<file path="src/hw/motor_var_pkg.sv">
// Constants, bit layout and carrier types of the host variable block
`default_nettype none
package motor_var_pkg;
	// ****************************************
	// Host addresses
	// ****************************************
	localparam logic [15:0] A_CMD = 16'h1000;
	localparam logic [15:0] A_DEAD = 16'h0036;
	localparam logic [15:0] A_ACCEL = 16'h0060;
	localparam logic [15:0] A_SPEED = 16'h0062;
	localparam logic [15:0] A_UV = 16'h0066;
	localparam logic [15:0] A_OV = 16'h0068;
	localparam logic [15:0] A_VBUS = 16'h0079;
	localparam logic [15:0] A_ACTF = 16'h0085;
	localparam logic [15:0] A_SPDADC = 16'h0095;
	localparam logic [15:0] A_STATUS = 16'h00C8;
	localparam logic [15:0] A_SETUP = 16'h00AE;
	localparam logic [15:0] A_SWITCH = 16'h0001;
	localparam logic [15:0] A_RSTCAUSE = 16'hFE01;
	// ****************************************
	// Command codes
	// ****************************************
	localparam logic [7:0] C_RESET = 8'h30;
	localparam logic [7:0] C_F5K3 = 8'h41;
	localparam logic [7:0] C_F10K6 = 8'h42;
	localparam logic [7:0] C_F15K9 = 8'h44;
	localparam logic [7:0] C_F21K1 = 8'h48;
	localparam logic [7:0] C_POL_PP = 8'h50;
	localparam logic [7:0] C_POL_PN = 8'h54;
	localparam logic [7:0] C_POL_NP = 8'h58;
	localparam logic [7:0] C_POL_NN = 8'h5C;
	localparam logic [7:0] C_BASE60 = 8'h60;
	localparam logic [7:0] C_BASE50 = 8'h61;
	localparam logic [7:0] PWM_DEFAULT = C_F15K9;
	localparam logic [4:0] SETUP_MASK = 5'h1F;
	localparam logic [2:0] SETUP_PAD = 3'h7;
	localparam logic [2:0] LVL_AGREE = 3'h3;
	// ****************************************
	// Bit layouts, most significant first
	// ****************************************
	typedef struct packed {
		logic pad;
		logic uv_trip;
		logic ov_trip;
		logic ext_trip;
		logic brake;
		logic energized;
		logic forward;
		logic changing;
	} status_t;
	typedef struct packed {
		logic dead_set;
		logic pol_set;
		logic accel_set;
		logic speed_set;
		logic base_set;
	} setup_t;
	typedef struct packed {
		logic low_vdd;
		logic host_cmd;
		logic func_err;
		logic pin;
		logic power_up;
	} cause_t;
	// Motion engine state seen by the status byte
	typedef struct packed {
		logic changing;
		logic forward;
		logic energized;
		logic brake;
	} motion_t;
endpackage
`default_nettype wire

</file>
<file path="src/hw/motor_host_vars.sv">
// Host-visible variable, setup and status bank of the motor controller
`default_nettype none
module motor_host_vars
	import motor_var_pkg::*;
(
	// Clock and reset
	input wire logic clk_i,
	input wire logic rstn_i,
	// Host byte access, one-cycle request strobes
	input wire logic host_wr_i,
	input wire logic host_rd_i,
	input wire logic [15:0] host_addr_i,
	input wire logic [7:0] host_wdata_i,
	output logic [7:0] host_rdata_o,
	output logic host_ack_o,
	output logic host_illegal_o,
	output logic host_reset_req_o,
	// Motion engine, converter and fault timer
	input wire motion_t motion_i,
	input wire logic [15:0] actual_freq_i,
	input wire logic [9:0] bus_sense_in,
	input wire logic [15:0] speed_adc_i,
	input wire logic fault_timer_running_i,
	input wire logic deadtime_fault_pin_i,
	// Pins from outside the clock domain
	input wire logic start_stop_in,
	input wire logic direction_in,
	input wire logic external_fault_in,
	// Reset cause from the reset controller, held stable
	input wire cause_t reset_cause_i,
	// Parameters to the engine
	output logic pwm_hiz_o,
	output logic motion_permit_o,
	output logic [7:0] dead_time_o,
	output logic [7:0] polarity_o,
	output logic [7:0] pwm_freq_o,
	output logic [7:0] base_freq_o,
	output logic [15:0] accel_o,
	output logic [15:0] speed_cmd_o,
	output logic [2:0] trip_o
);
	// ****************************************
	// State
	// ****************************************
	typedef struct packed {
		logic [2:0][2:0] sync;
		logic [2:0] lvl;
		setup_t setup;
		logic [7:0] dead;
		logic [7:0] pol;
		logic [7:0] pwm;
		logic [7:0] base;
		logic [15:0] accel;
		logic [15:0] speed;
		logic [9:0] uv_thr;
		logic [9:0] ov_thr;
		logic [7:0] hi;
		cause_t cause;
		logic captured;
		logic cause_read;
		logic [2:0] trip;
		logic [7:0] rdata;
		logic ack;
		logic illegal;
		logic rst_req;
	} state_t;

	localparam state_t STATE_RST = '{pwm: PWM_DEFAULT, default: '0};

	state_t st_r;
	state_t st_nxt;
	logic hiz;
	logic ov_cond;
	logic uv_cond;
	logic [2:0] cond;
	status_t status;
	logic [7:0] sw_byte;
	logic [7:0] cmd;
	logic wr_cmd;

	// Outputs float until both write-once values are in
	assign hiz = !(st_r.setup.dead_set && st_r.setup.pol_set);
	// Converter readings count only after the outputs are driven
	assign ov_cond = !hiz && (bus_sense_in > st_r.ov_thr);
	assign uv_cond = !hiz && (bus_sense_in < st_r.uv_thr);
	assign cond = {uv_cond, ov_cond, st_r.lvl[2]};
	assign cmd = host_wdata_i;
	assign wr_cmd = host_wr_i && (host_addr_i == A_CMD);

	// Status byte layout, bit 7 reads zero
	always_comb begin
		status.pad = 1'b0;
		status.changing = motion_i.changing;
		status.forward = motion_i.forward;
		status.energized = motion_i.energized;
		status.brake = motion_i.brake;
		status.ext_trip = st_r.trip[0];
		status.ov_trip = st_r.trip[1];
		status.uv_trip = st_r.trip[2];
	end

	// Switch byte: start, direction, fault out, brake
	assign sw_byte = {4'h0, motion_i.brake, deadtime_fault_pin_i,
		st_r.lvl[1], st_r.lvl[0]};

	// ****************************************
	// Next state
	// ****************************************
	always_comb begin
		st_nxt = st_r;
		st_nxt.ack = 1'b0;
		st_nxt.illegal = 1'b0;
		st_nxt.rst_req = 1'b0;
		// Three stages; a level moves once the last two agree
		st_nxt.sync = {st_r.sync[1:0], {external_fault_in, direction_in,
			start_stop_in}};
		for (int i = 0; i < 3; i++) begin
			if (st_r.sync[1][i] == st_r.sync[2][i]) begin
				st_nxt.lvl[i] = st_r.sync[2][i];
			end
		end
		// Cause is a port, so it is caught one edge after release
		if (!st_r.captured) begin
			st_nxt.captured = 1'b1;
			st_nxt.cause = reset_cause_i;
		end
		// Trips hold while the timeout runs; a new cause wins
		for (int i = 0; i < 3; i++) begin
			if (cond[i]) begin
				st_nxt.trip[i] = 1'b1;
			end else if (!fault_timer_running_i) begin
				st_nxt.trip[i] = 1'b0;
			end
		end
		// Host writes; 16-bit values commit on the low byte
		if (host_wr_i) begin
			st_nxt.ack = 1'b1;
			st_nxt.hi = host_wdata_i;
			unique case (host_addr_i)
				A_DEAD: begin
					if (st_r.setup.dead_set) begin
						st_nxt.illegal = 1'b1;
					end else begin
						st_nxt.dead = host_wdata_i;
						st_nxt.setup.dead_set = 1'b1;
					end
				end
				A_ACCEL + 16'h0001: begin
					st_nxt.accel = {st_r.hi, host_wdata_i};
					st_nxt.setup.accel_set = 1'b1;
				end
				A_SPEED + 16'h0001: begin
					st_nxt.speed = {st_r.hi, host_wdata_i};
					st_nxt.setup.speed_set = 1'b1;
				end
				A_UV + 16'h0001: begin
					st_nxt.uv_thr = {st_r.hi[1:0], host_wdata_i};
				end
				A_OV + 16'h0001: begin
					st_nxt.ov_thr = {st_r.hi[1:0], host_wdata_i};
				end
				A_CMD: begin
					unique case (cmd)
						C_RESET: begin
							st_nxt.rst_req = 1'b1;
						end
						C_F5K3, C_F10K6, C_F15K9, C_F21K1: begin
							if (hiz) begin
								st_nxt.illegal = 1'b1;
							end else begin
								st_nxt.pwm = cmd;
							end
						end
						C_POL_PP, C_POL_PN, C_POL_NP, C_POL_NN: begin
							if (st_r.setup.pol_set) begin
								st_nxt.illegal = 1'b1;
							end else begin
								st_nxt.pol = cmd;
								st_nxt.setup.pol_set = 1'b1;
							end
						end
						C_BASE60, C_BASE50: begin
							st_nxt.base = cmd;
							st_nxt.setup.base_set = 1'b1;
						end
						default: begin
							st_nxt.illegal = 1'b1;
						end
					endcase
				end
				default: begin
				end
			endcase
		end else if (host_rd_i) begin
			st_nxt.ack = 1'b1;
			unique case (host_addr_i)
				A_STATUS: st_nxt.rdata = status;
				A_SETUP: st_nxt.rdata = {SETUP_PAD, st_r.setup};
				A_SWITCH: st_nxt.rdata = sw_byte;
				A_RSTCAUSE: begin
					// Only the first read sees the cause
					st_nxt.rdata = st_r.cause_read ? 8'h00 :
						{3'h0, st_r.cause};
					st_nxt.cause_read = 1'b1;
				end
				A_DEAD: st_nxt.rdata = st_r.dead;
				A_ACCEL: st_nxt.rdata = st_r.accel[15:8];
				A_ACCEL + 16'h0001: st_nxt.rdata = st_r.accel[7:0];
				A_SPEED: st_nxt.rdata = st_r.speed[15:8];
				A_SPEED + 16'h0001: st_nxt.rdata = st_r.speed[7:0];
				A_ACTF: st_nxt.rdata = actual_freq_i[15:8];
				A_ACTF + 16'h0001: st_nxt.rdata = actual_freq_i[7:0];
				// Readings masked to zero while floating
				A_VBUS: st_nxt.rdata = hiz ? 8'h00 :
					{6'h00, bus_sense_in[9:8]};
				A_VBUS + 16'h0001: st_nxt.rdata = hiz ? 8'h00 :
					bus_sense_in[7:0];
				A_SPDADC: st_nxt.rdata = hiz ? 8'h00 : speed_adc_i[15:8];
				A_SPDADC + 16'h0001: st_nxt.rdata = hiz ? 8'h00 :
					speed_adc_i[7:0];
				A_UV: st_nxt.rdata = {6'h00, st_r.uv_thr[9:8]};
				A_UV + 16'h0001: st_nxt.rdata = st_r.uv_thr[7:0];
				A_OV: st_nxt.rdata = {6'h00, st_r.ov_thr[9:8]};
				A_OV + 16'h0001: st_nxt.rdata = st_r.ov_thr[7:0];
				default: st_nxt.rdata = 8'h00;
			endcase
		end
	end

	// Single state register
	always_ff @(posedge clk_i or negedge rstn_i) begin
		if (!rstn_i) begin
			st_r <= STATE_RST;
		end else begin
			st_r <= st_nxt;
		end
	end

	// ****************************************
	// Outputs
	// ****************************************
	assign host_rdata_o = st_r.rdata;
	assign host_ack_o = st_r.ack;
	assign host_illegal_o = st_r.illegal;
	assign host_reset_req_o = st_r.rst_req;
	assign pwm_hiz_o = hiz;
	assign motion_permit_o = (st_r.setup == SETUP_MASK);
	assign dead_time_o = st_r.dead;
	assign polarity_o = st_r.pol;
	assign pwm_freq_o = st_r.pwm;
	assign base_freq_o = st_r.base;
	assign accel_o = st_r.accel;
	assign speed_cmd_o = st_r.speed;
	assign trip_o = st_r.trip;

	// ****************************************
	// Assertions
	// ****************************************
	property p_freq_reject;
		@(posedge clk_i) disable iff (!rstn_i)
		wr_cmd && hiz && (cmd[7:4] == C_F5K3[7:4]) |=> // Any rate code
			host_illegal_o && (pwm_freq_o == $past(pwm_freq_o));
	endproperty
	a_freq_reject: assert property (p_freq_reject)
		else $error("PWM frequency taken while outputs float");

	property p_hiz_exit;
		@(posedge clk_i) disable iff (!rstn_i)
		$fell(pwm_hiz_o) |-> $past(host_wr_i) &&
			($past(host_addr_i) == A_DEAD || $past(host_addr_i) == A_CMD);
	endproperty
	a_hiz_exit: assert property (p_hiz_exit)
		else $error("Outputs left float without a parameter write");

	property p_motion;
		@(posedge clk_i) disable iff (!rstn_i)
		$rose(motion_permit_o) |-> $past(host_wr_i) && !pwm_hiz_o;
	endproperty
	a_motion: assert property (p_motion)
		else $error("Motion permitted without parameter write");

	property p_once;
		@(posedge clk_i) disable iff (!rstn_i)
		host_wr_i && host_addr_i == A_DEAD && st_r.setup.dead_set |=>
			host_illegal_o && $stable(dead_time_o);
	endproperty
	a_once: assert property (p_once)
		else $error("Second dead time write not refused");

	property p_vbus_mask;
		@(posedge clk_i) disable iff (!rstn_i)
		!host_wr_i && host_rd_i && host_addr_i == A_VBUS && hiz
			|=> host_ack_o && host_rdata_o == 8'h00;
	endproperty
	a_vbus_mask: assert property (p_vbus_mask)
		else $error("Bus reading shown while outputs float");

	property p_cause_once;
		@(posedge clk_i) disable iff (!rstn_i)
		!host_wr_i && host_rd_i && host_addr_i == A_RSTCAUSE &&
			st_r.cause_read |=> host_ack_o && host_rdata_o == 8'h00;
	endproperty
	a_cause_once: assert property (p_cause_once)
		else $error("Reset cause returned twice");

	property p_changing;
		@(posedge clk_i) disable iff (!rstn_i)
		!host_wr_i && host_rd_i && host_addr_i == A_STATUS |=>
			host_rdata_o[0] == $past(motion_i.changing) &&
			host_rdata_o[1] == $past(motion_i.forward);
	endproperty
	a_changing: assert property (p_changing)
		else $error("Status byte does not follow motion state");

	property p_ov_clear;
		@(posedge clk_i) disable iff (!rstn_i)
		!fault_timer_running_i && !ov_cond |=> !trip_o[1];
	endproperty
	a_ov_clear: assert property (p_ov_clear)
		else $error("Over-voltage trip held without timeout");

	property p_reset_cmd;
		@(posedge clk_i) disable iff (!rstn_i)
		wr_cmd && cmd == C_RESET |=> host_reset_req_o ##1 !host_reset_req_o;
	endproperty
	a_reset_cmd: assert property (p_reset_cmd)
		else $error("Reset command not passed on as one pulse");
endmodule
`default_nettype wire

</file>
<file path="config.mk">
export PLATFORM = sky130hd
export DESIGN_NAME = motor_host_vars
export DESIGN_NICKNAME = d
export VERILOG_FILES = /design/src/hw/motor_var_pkg.sv /design/src/hw/motor_host_vars.sv
export SDC_FILE = /design/constraint.sdc
export NUM_CORES = 1
export LEC_CHECK = 0
export BUFFER_PORTS_ARGS = -buffer_cell sky130_fd_sc_hd__buf_4
export CAP_MARGIN = 20
export CORE_UTILIZATION = 55
export DETAILED_ROUTE_END_ITERATION = 8
export PLACE_DENSITY = 0.81
export REMOVE_ABC_BUFFERS = 1
export SLEW_MARGIN = 20
export SYNTH_ARGS = -nofsm -noshare
export SYNTH_HDL_FRONTEND = slang
export SYNTH_SLANG_ARGS = --single-unit
</file>
<file path="constraint.sdc">
create_clock -name clk_i -period 2.7 [get_ports clk_i]
set_input_delay 0.405 -clock clk_i [delete_from_list [all_inputs] [get_ports clk_i]]
set_output_delay 0.405 -clock clk_i [all_outputs]
set_load 0.005 [all_outputs]
</file>
After elaboration in Yosys (flattened, before gate mapping)
Cells that the tools add are included.
{"block": "totals", "out_inout_bits": 80, "in_bits": 84, "reg_bits": 130}
{"block": "op_classes", "n_reduce_logical": 20, "n_lt_le_gt_ge": 2, "n_mux": 20, "bitwise_logic": 3, "n_eq_ne": 38}
{"operator": "$eq 16x7->1 const B", "count": 10}
{"operator": "$pmux 8 s19", "count": 1}
{"operator": "$eq 16x8->1 const B", "count": 6}
{"operator": "$eq 8x7->1 const B", "count": 10}
{"operator": "$mux 8", "count": 3}
{"operator": "$eq 16x1->1 const B", "count": 1}
{"operator": "$eq 16x13->1 const B", "count": 1}
{"operator": "$eq 16x16->1 const B", "count": 1}
{"operator": "$eq 16x6->1 const B", "count": 1}
{"operator": "$reduce_and 2->1", "count": 6}
{"operator": "$reduce_and 3->1", "count": 4}
{"operator": "$mux 1", "count": 11}
{"operator": "$gt 10x10->1", "count": 1}
{"operator": "$lt 10x10->1", "count": 1}
{"operator": "$eq 8x6->1 const B", "count": 1}
{"operator": "$reduce_and 4->1", "count": 2}
{"operator": "$reduce_or 4->1", "count": 2}
{"operator": "$ne 2x1->1 const B", "count": 3}
{"operator": "$eq 5x5->1 const B", "count": 1}
{"operator": "$mux 5", "count": 1}
{"operator": "$mux 2", "count": 2}
{"operator": "$eq 1x1->1", "count": 3}
{"operator": "$logic_and 1x1->1", "count": 3}
{"operator": "$not 1->1", "count": 3}
{"operator": "other kinds (5)", "count": 5}

Logic depth before layout (Yosys ltp)
Gate-level depths: netlist of run 1.
{"block": "depth", "ltp_word": 5, "depth_mapped": 9, "ltp_nobuf": 8}

Worst setup path before layout of run 1
OpenSTA, ideal clock, no wires.
{"block": "synth_path", "kind": "input-to-reg", "startpoint": "input host_addr_i[11]", "endpoint": "register st_r[41] (netlist bit)", "setup_slack_ps": 91, "path_stages": 8, "t_required_ps": 2575, "t_arrival_ps": 2484, "n_path_buf": 3, "setup_time_ps": 125, "path_cell_list": "or4_4 > buf_6 > or3_1 > buf_4 > nor4_4 > nand2_2 > buf_6 > mux2_4"}
{"block": "synth_via", "elab_chain_cells": 2}
{"item": "start: declaration", "line": "motor_host_vars.sv:12", "text": "input wire logic [15:0] host_addr_i,"}
{"item": "$eq 16x7->1", "line": "motor_host_vars.sv:139", "text": "unique case (host_addr_i)"}
{"item": "$reduce_and 2->1 (no line)"}
{"item": "end signal: assignment", "line": "motor_host_vars.sv:235", "text": "st_r <= st_nxt;"}
{"item": "end: declaration", "line": "motor_host_vars.sv:70", "text": "state_t st_r;"}
No other way between the ends.
A chain may end at the register's enable or synchronous reset.

Worst setup path after layout of run 1
{"block": "layout_path", "startpoint": "input host_addr_i[11]", "endpoint": "register st_r (netlist bit host_rdata_o[2])"}
{"block": "layout_via", "elab_chain_cells": 2, "word_cells_on_any_way": 20, "cone_classes": "eq/ne (19); mux (1)"}
{"item": "$eq 16x7->1 (tied with other cells)", "line": "motor_host_vars.sv:196", "text": "unique case (host_addr_i)"}
{"item": "$pmux 8 s19 (*)", "line": "motor_host_vars.sv:196"}
Mark *: on every way between the ends. The rest lies on a longest branch, timed or not.

==> impl_results.md, run 1 <==
- Async S/R FF share, synth: 100%
- Hold buffers post-CTS: 0
- Max frequency: between 400 and 500 MHz
- Hold slack: 6.80 ps
- Worst slew margin: 39.6%
- Pwr per Cell Area: 528 nW/um^2
- Post-synth EDFFs: 0
- Fin nets: 903
- Post-route clock period utilization: approximately nine tenths
- Worst setup margin: between 200 and 250 ps
- Crit Path Max Fanout: 7
- Core footprint: 12800 um^2
- Final setup fails: 0
- # clock sinks: 130
- Yosys reg bits: 130
- Avg Cell Area, Syn: 11.2 um^2
- Initial core utilization: 57.1%
- Area Overhead vs Synth: 25.9%
- Top delay family on crit path: simple AND/OR/NAND/NOR gates
- Input/output buffers: 163
- Cell variety after synth: 76
- DRT Pass-1 Iters: 5
- WP data arrival: roughly 2800 ps
- CTS H-Tree Depth: 4
- Largest net degree at the start of global routing: 51
- Synth warn: 0
- Skew-Pair Late Insertion Delay: 420 ps
- RR Endpoint: pwm_freq_o[3]
- Die ar.: ~14000 um^2
- CP max stage delay: 560 ps
- Global-route wire length before repair: 35.2 mm
- Via-per-instance ratio: 6.05
- Routed WL: approximately 24 mm
- Die Ht: 117 um
- CP Capture Point: host_rdata_o[2]
- Slowest cell on the critical path: or4_4
- Initial drt markers: 695
- Hold Fails Final Rpt: 0
- Cts bufs inserted: 17
- Leakage: 0.00451 uW
- DP HPWL: 17.6 mm
- Root Buffer: clkbuf_16
- Peak supply drop: just over 500 uV
- Worst Setup SP: host_addr_i[11]
- Placer congestion estimate: around 1
- Total stage count of the critical path: 8
- Clock transition at path regs: 60 ps
- GRT Resource Usage Total: 36.0%
- Reg2reg setup slack: 500 ps
- CTS tree: done
- DRC viols: 0
- Buf/Inv on CP: 2
- Crit end category: flip-flop
- Worst setup path class: primary input to flip-flop
- Remaining global-route overflow: 0
- DR WL/cell: around 24 um
- Placed cell count: 953
- Inserted Diodes: 0
- Mapped Area: around 7300 um^2
- Setup TNS: 0 ps
- RSZ-0062 raised after global routing: no
- Worst r2r src: st_r[116]
- Die Span X: ~120 um
- Num rows: slightly above 40
- Post-cts sizing count: 0
- Postcts setup bufs: 0
- Ys flop type: dfrtp_1
- Final Skew: ~8.5 ps
- Max-Cap Viols: 0
- Pre-CTS setup slack: -118 ps
- Syn Inst Count: 654
- Vias in the first global route: 6129
- Clk buf depth: 2
- R2r worst-path depth: 5
- Worst path required time: 3000 ps
- Fin crit period: 2470 ps
- Share of cells above drive strength 1: 46.1%
- Slew of the pin with the lowest slew margin: 898 ps
- I/O pin count: between 150 and 200
- Vias: roughly 6000
- Startpoint types: primary input
- Initial antenna violation count: 0
- CP cell instances: buf_4, or4_4, buf_4, nor4_1, and2_1, a22oi_1, and4_1, a311oi_1
- Outcome: finished clean
- Layout Cells excl Fill: approximately 990
- Class of the worst hold path: primary input to asynchronous set/reset pin
- Max-slew violation count: 0
- DRT antenna net count: 0
- Seq/Total Area, Yosys: 44.6%
- Critical Path Most Common Cell: buf_4
## worst min path at each step
| stage | start | end | slack (ps) | cells past startpoint |
|---|---|---|---|---|
| floorplan | rstn_i | accel_o[0] | 110 | 0 |
| global placement | st_nxt[125] | st_nxt[128] | 330 | 0 |
| detailed placement | st_nxt[124] | st_nxt[127] | 330 | 0 |
| CTS | rstn_i | accel_o[15] | 30 | 1 |
| global route | rstn_i | accel_o[15] | 50 | 1 |
| finish | rstn_i | accel_o[15] | 7 | 1 |
## synthesized netlist by cell type, drive strengths merged, types with 15 or more instances
master	number	area (um^2)
nand3	15	75.1
nor2b	21	131
mux2	79	950
ha	19	238
buf	87	638
dfrtp	128	3200
nor2	18	70.1
nor4	15	166
clkbuf	20	75.1
nand2	32	123
o21ai	16	80.1
inv	25	93.8
## routing by layer
metal / wire length (um) / global-route usage (%) / vias to the layer above
met1: 9900 / 47.7 / 2936
met5: 0 / 0 / -
met3: 2190 / 9.06 / 56
met4: 618 / 14.0 / 0
met2: 11100 / 57.1 / 366
li1: - / - / 2598
## layout by cell type (no fill, tap or decap), types with 4 or more instances in the layout
master,count
mux2_4,16
mux2_2,63
dfrtp_1,128
and4_1,6
a222oi_1,6
nand4_1,7
a21oi_1,9
a22o_1,6
a32o_1,4
nand2b_1,10
o21ai_0,16
nor4_1,9
inv_6,6
clkbuf_16,17
ha_1,19
inv_1,25
nor2b_1,21
nor2_1,17
mux2i_1,6
or2_2,10
nor4_4,4
a221oi_1,7
nor3_1,11
nand3_1,15
buf_4,232
nand2_1,31
a22oi_1,14
and2_1,6
and3_1,6
## worst register-to-register path, stage by stage, from the launching register on
cell	delay, ps
dfrtp_1	460
and2_1	190
clkinv_1	90
a2111oi_0	530
and4_1	450
mux2_2	380
## stage by stage
step | area, um^2 | util, % | total power [uW]
after floorplan | 6590 | - | 2180
after global placement | 8580 | 67.2 | 2470
after detailed placement | 8580 | 67.2 | 2480
after CTS | 9190 | 71.9 | 4860
after global routing | 9190 | 71.9 | 4980
final | 9190 | 71.9 | 4850
## cell type report
cell class	instances	area, um^2
Inverter	26	97.6
Fill cell	907	3590
Tap cell	172	215
Clock inverter	14	164
Multi-Input combinational cell	391	3230
Timing Repair Buffer	234	1780
Clock buffer	18	439
Sequential cell	130	3260
## flip-flops by register name, indices dropped and copies added, names as in the netlist
register and cells:
st_nxt 6, host_ack_o 1, accel_o 16, st_r 45, speed_cmd_o 16, cond 1, host_rdata_o 8, host_illegal_o 1
dead_time_o 8, base_freq_o 8, trip_o 3, host_reset_req_o 1, polarity_o 8, pwm_freq_o 8
## kinds of logic after synthesis
group | count (synthesis) | synth area share [%]
compound gates | 95 | 9.89
xor+xnor | 1 | 0.120
fa+ha+maj | 22 | 3.67
buf+inv | 133 | 11.1
flops | 130 | 44.6
mux | 88 | 14.8
other cells | 1 | 0.0514
simple gates | 184 | 15.8
## power by group
group	switching, uW	internal, uW
Clock	982	1410
Sequential	35.5	1990
Combinational	225	201
(Power assumes the default switching activity.)
==> run 2, diff against run 1 <==
==> constraint.sdc (replaced) <==
create_clock -name clk_i -period 2.7 [get_ports clk_i]
set_input_delay 0.27 -clock clk_i [delete_from_list [all_inputs] [get_ports clk_i]]
set_output_delay 0.27 -clock clk_i [all_outputs]
set_load 0.005 [all_outputs]
==> impl_results.md, run 2 (synthesis results as in run 1) <==
- Commonest non-fill, non-tap cells in the layout: 212 x buf_4, 128 x dfrtp_1, 63 x mux2_2, 31 x nand2_1, 25 x inv_1
- Max-Cap Viols: 0
- M2 GR Usage: 58.4%
- I/O pin count: about 160
- Cell area after layout: 9070 um^2
- Outcome: finished clean
- Pwr per Cell Area: 539 nW/um^2
- Vias in the first global route: about 6000
- Fin nets: 886
- Final core utilization: a little under three quarters
- Fill count: 920
- Clock transition at path regs: roughly 60 ps
- Worst slew margin: 56.4%
- Placer congestion estimate: 0.977
- Routed WL: 24.0 mm
- Crit end category: flip-flop
- Input/output buffers: roughly 160
- Area Overhead vs Synth: 24.3%
- Inserted Diodes: 0
- Startpoint types: primary input
- Remaining global-route overflow: 0
- Most crowded layer after global routing: met2
- Leakage: 0.00442 uW
- DRT Pass-1 Iters: 5
- Power Total: just under 5000 uW
- Share of cells above drive strength 1: 44.3%
- Met1 Track Usage GR: 48.4%
- Cts bufs inserted: 17
- DRC viols: 0
- Post-route clock period utilization: 84.4%
- R2r worst-path depth: 5
- CTS H-Tree Depth: 4
- DRT antenna net count: 0
- DP HPWL: 17.7 mm
- Num rows: 41
- Reg2reg setup slack: 470 ps
- Root Buffer: clkbuf_16
- Slew of the pin with the lowest slew margin: 652 ps
- WP data arrival: approximately 2600 ps
- Class of the worst hold path: primary input to flip-flop
- Hold buffers post-CTS: 4
- Hold Fails Final Rpt: 0
- GRT Resource Usage Total: 36.6%
- Initial drt markers: 504
- Max frequency: approximately 440 MHz
- WHS Path Cells: 2
- Die Span X: 117 um
- CTS tree: done
- DR WL/cell: 24.8 um
- RSZ-0062 raised after global routing: no
- Initial core utilization: 57.1%
- Commonest non-fill, non-tap cell in the layout: buf_4
- Global-route wire length before repair: ~35 mm
- Core footprint: 12800 um^2
- Via-per-instance ratio: 6.13
- Placed cell count: 932
- Largest net degree at the start of global routing: 62
- Initial antenna violation count: 0
- Clk buf depth: 2
- Setup TNS: 0 ps
- Post-cts sizing count: 0
- Post-placement cell area: 8410 um^2
- Crit Path Max Fanout: 11
- Final setup fails: 0
- Fin crit period: 2280 ps
- Vias: 5935
- Layout Cells excl Fill: 968
- Final Skew: 11.0 ps
- Skew-Pair Late Insertion Delay: roughly 420 ps
- Biggest register: st_r
- Max reg flops: 45
- Die Ht: ~120 um
- Die ar.: 13700 um^2
- Worst path required time: roughly 3000 ps
- Worst setup path class: primary input to flip-flop
- Max-slew violation count: 0
- Peak supply drop: 524 uV
- GR Layer Usage met3: 8.96%
- Postcts setup bufs: 0
- # clock sinks: 130
-- run 2: metal layers --
metal,vias up,wire length [um]
li1,2560,-
met1,2973,9860
met2,357,11300
met3,45,2230
met4,0,629
met5,-,0
-- run 2: power breakdown --
part / total, uW / internal, uW / switching [uW]
clock: 2430 / 1500 / 937
sequential: 2030 / 1990 / 36.5
combinational: 419 / 194 / 224
-- run 2: worst paths after layout --
kind                            startpoint             to
max                        host_addr_i[11]       st_r[47]
min                              host_rd_i     host_ack_o
max reg2reg                      st_r[116]  pwm_freq_o[3]
min reg2reg                    st_nxt[124]    st_nxt[127]
max in group asynchronous           rstn_i       st_r[19]
min in group asynchronous           rstn_i       st_r[28]
-- run 2: worst max-delay path, stage by stage --
cell     delay, ps
buf_4          110
or4_4          570
or3_1          540
nor4_4         410
nand2_2        290
mux2_4         370
-- run 2: through the flow --
step / worst slack [ps] / hold slack (ps)
2_1_floorplan: -121 / -25.6
3_3_place_gp: 73.3 / 285
3_5_place_dp: 49.8 / 301
4_1_cts: 467 / 56.4
5_1_grt: 340 / 59.5
6_report: 422 / 74.1
-- run 2: area by class of cell --
cell class	instances	area, um^2	area share, %
Multi-Input combinational cell	391	3230	35.6
Clock inverter	13	174	1.92
Sequential cell	130	3260	35.9
Tap cell	172	215	2.37
Inverter	26	97.6	1.08
Timing Repair Buffer	217	1650	18.2
Clock buffer	19	443	4.88
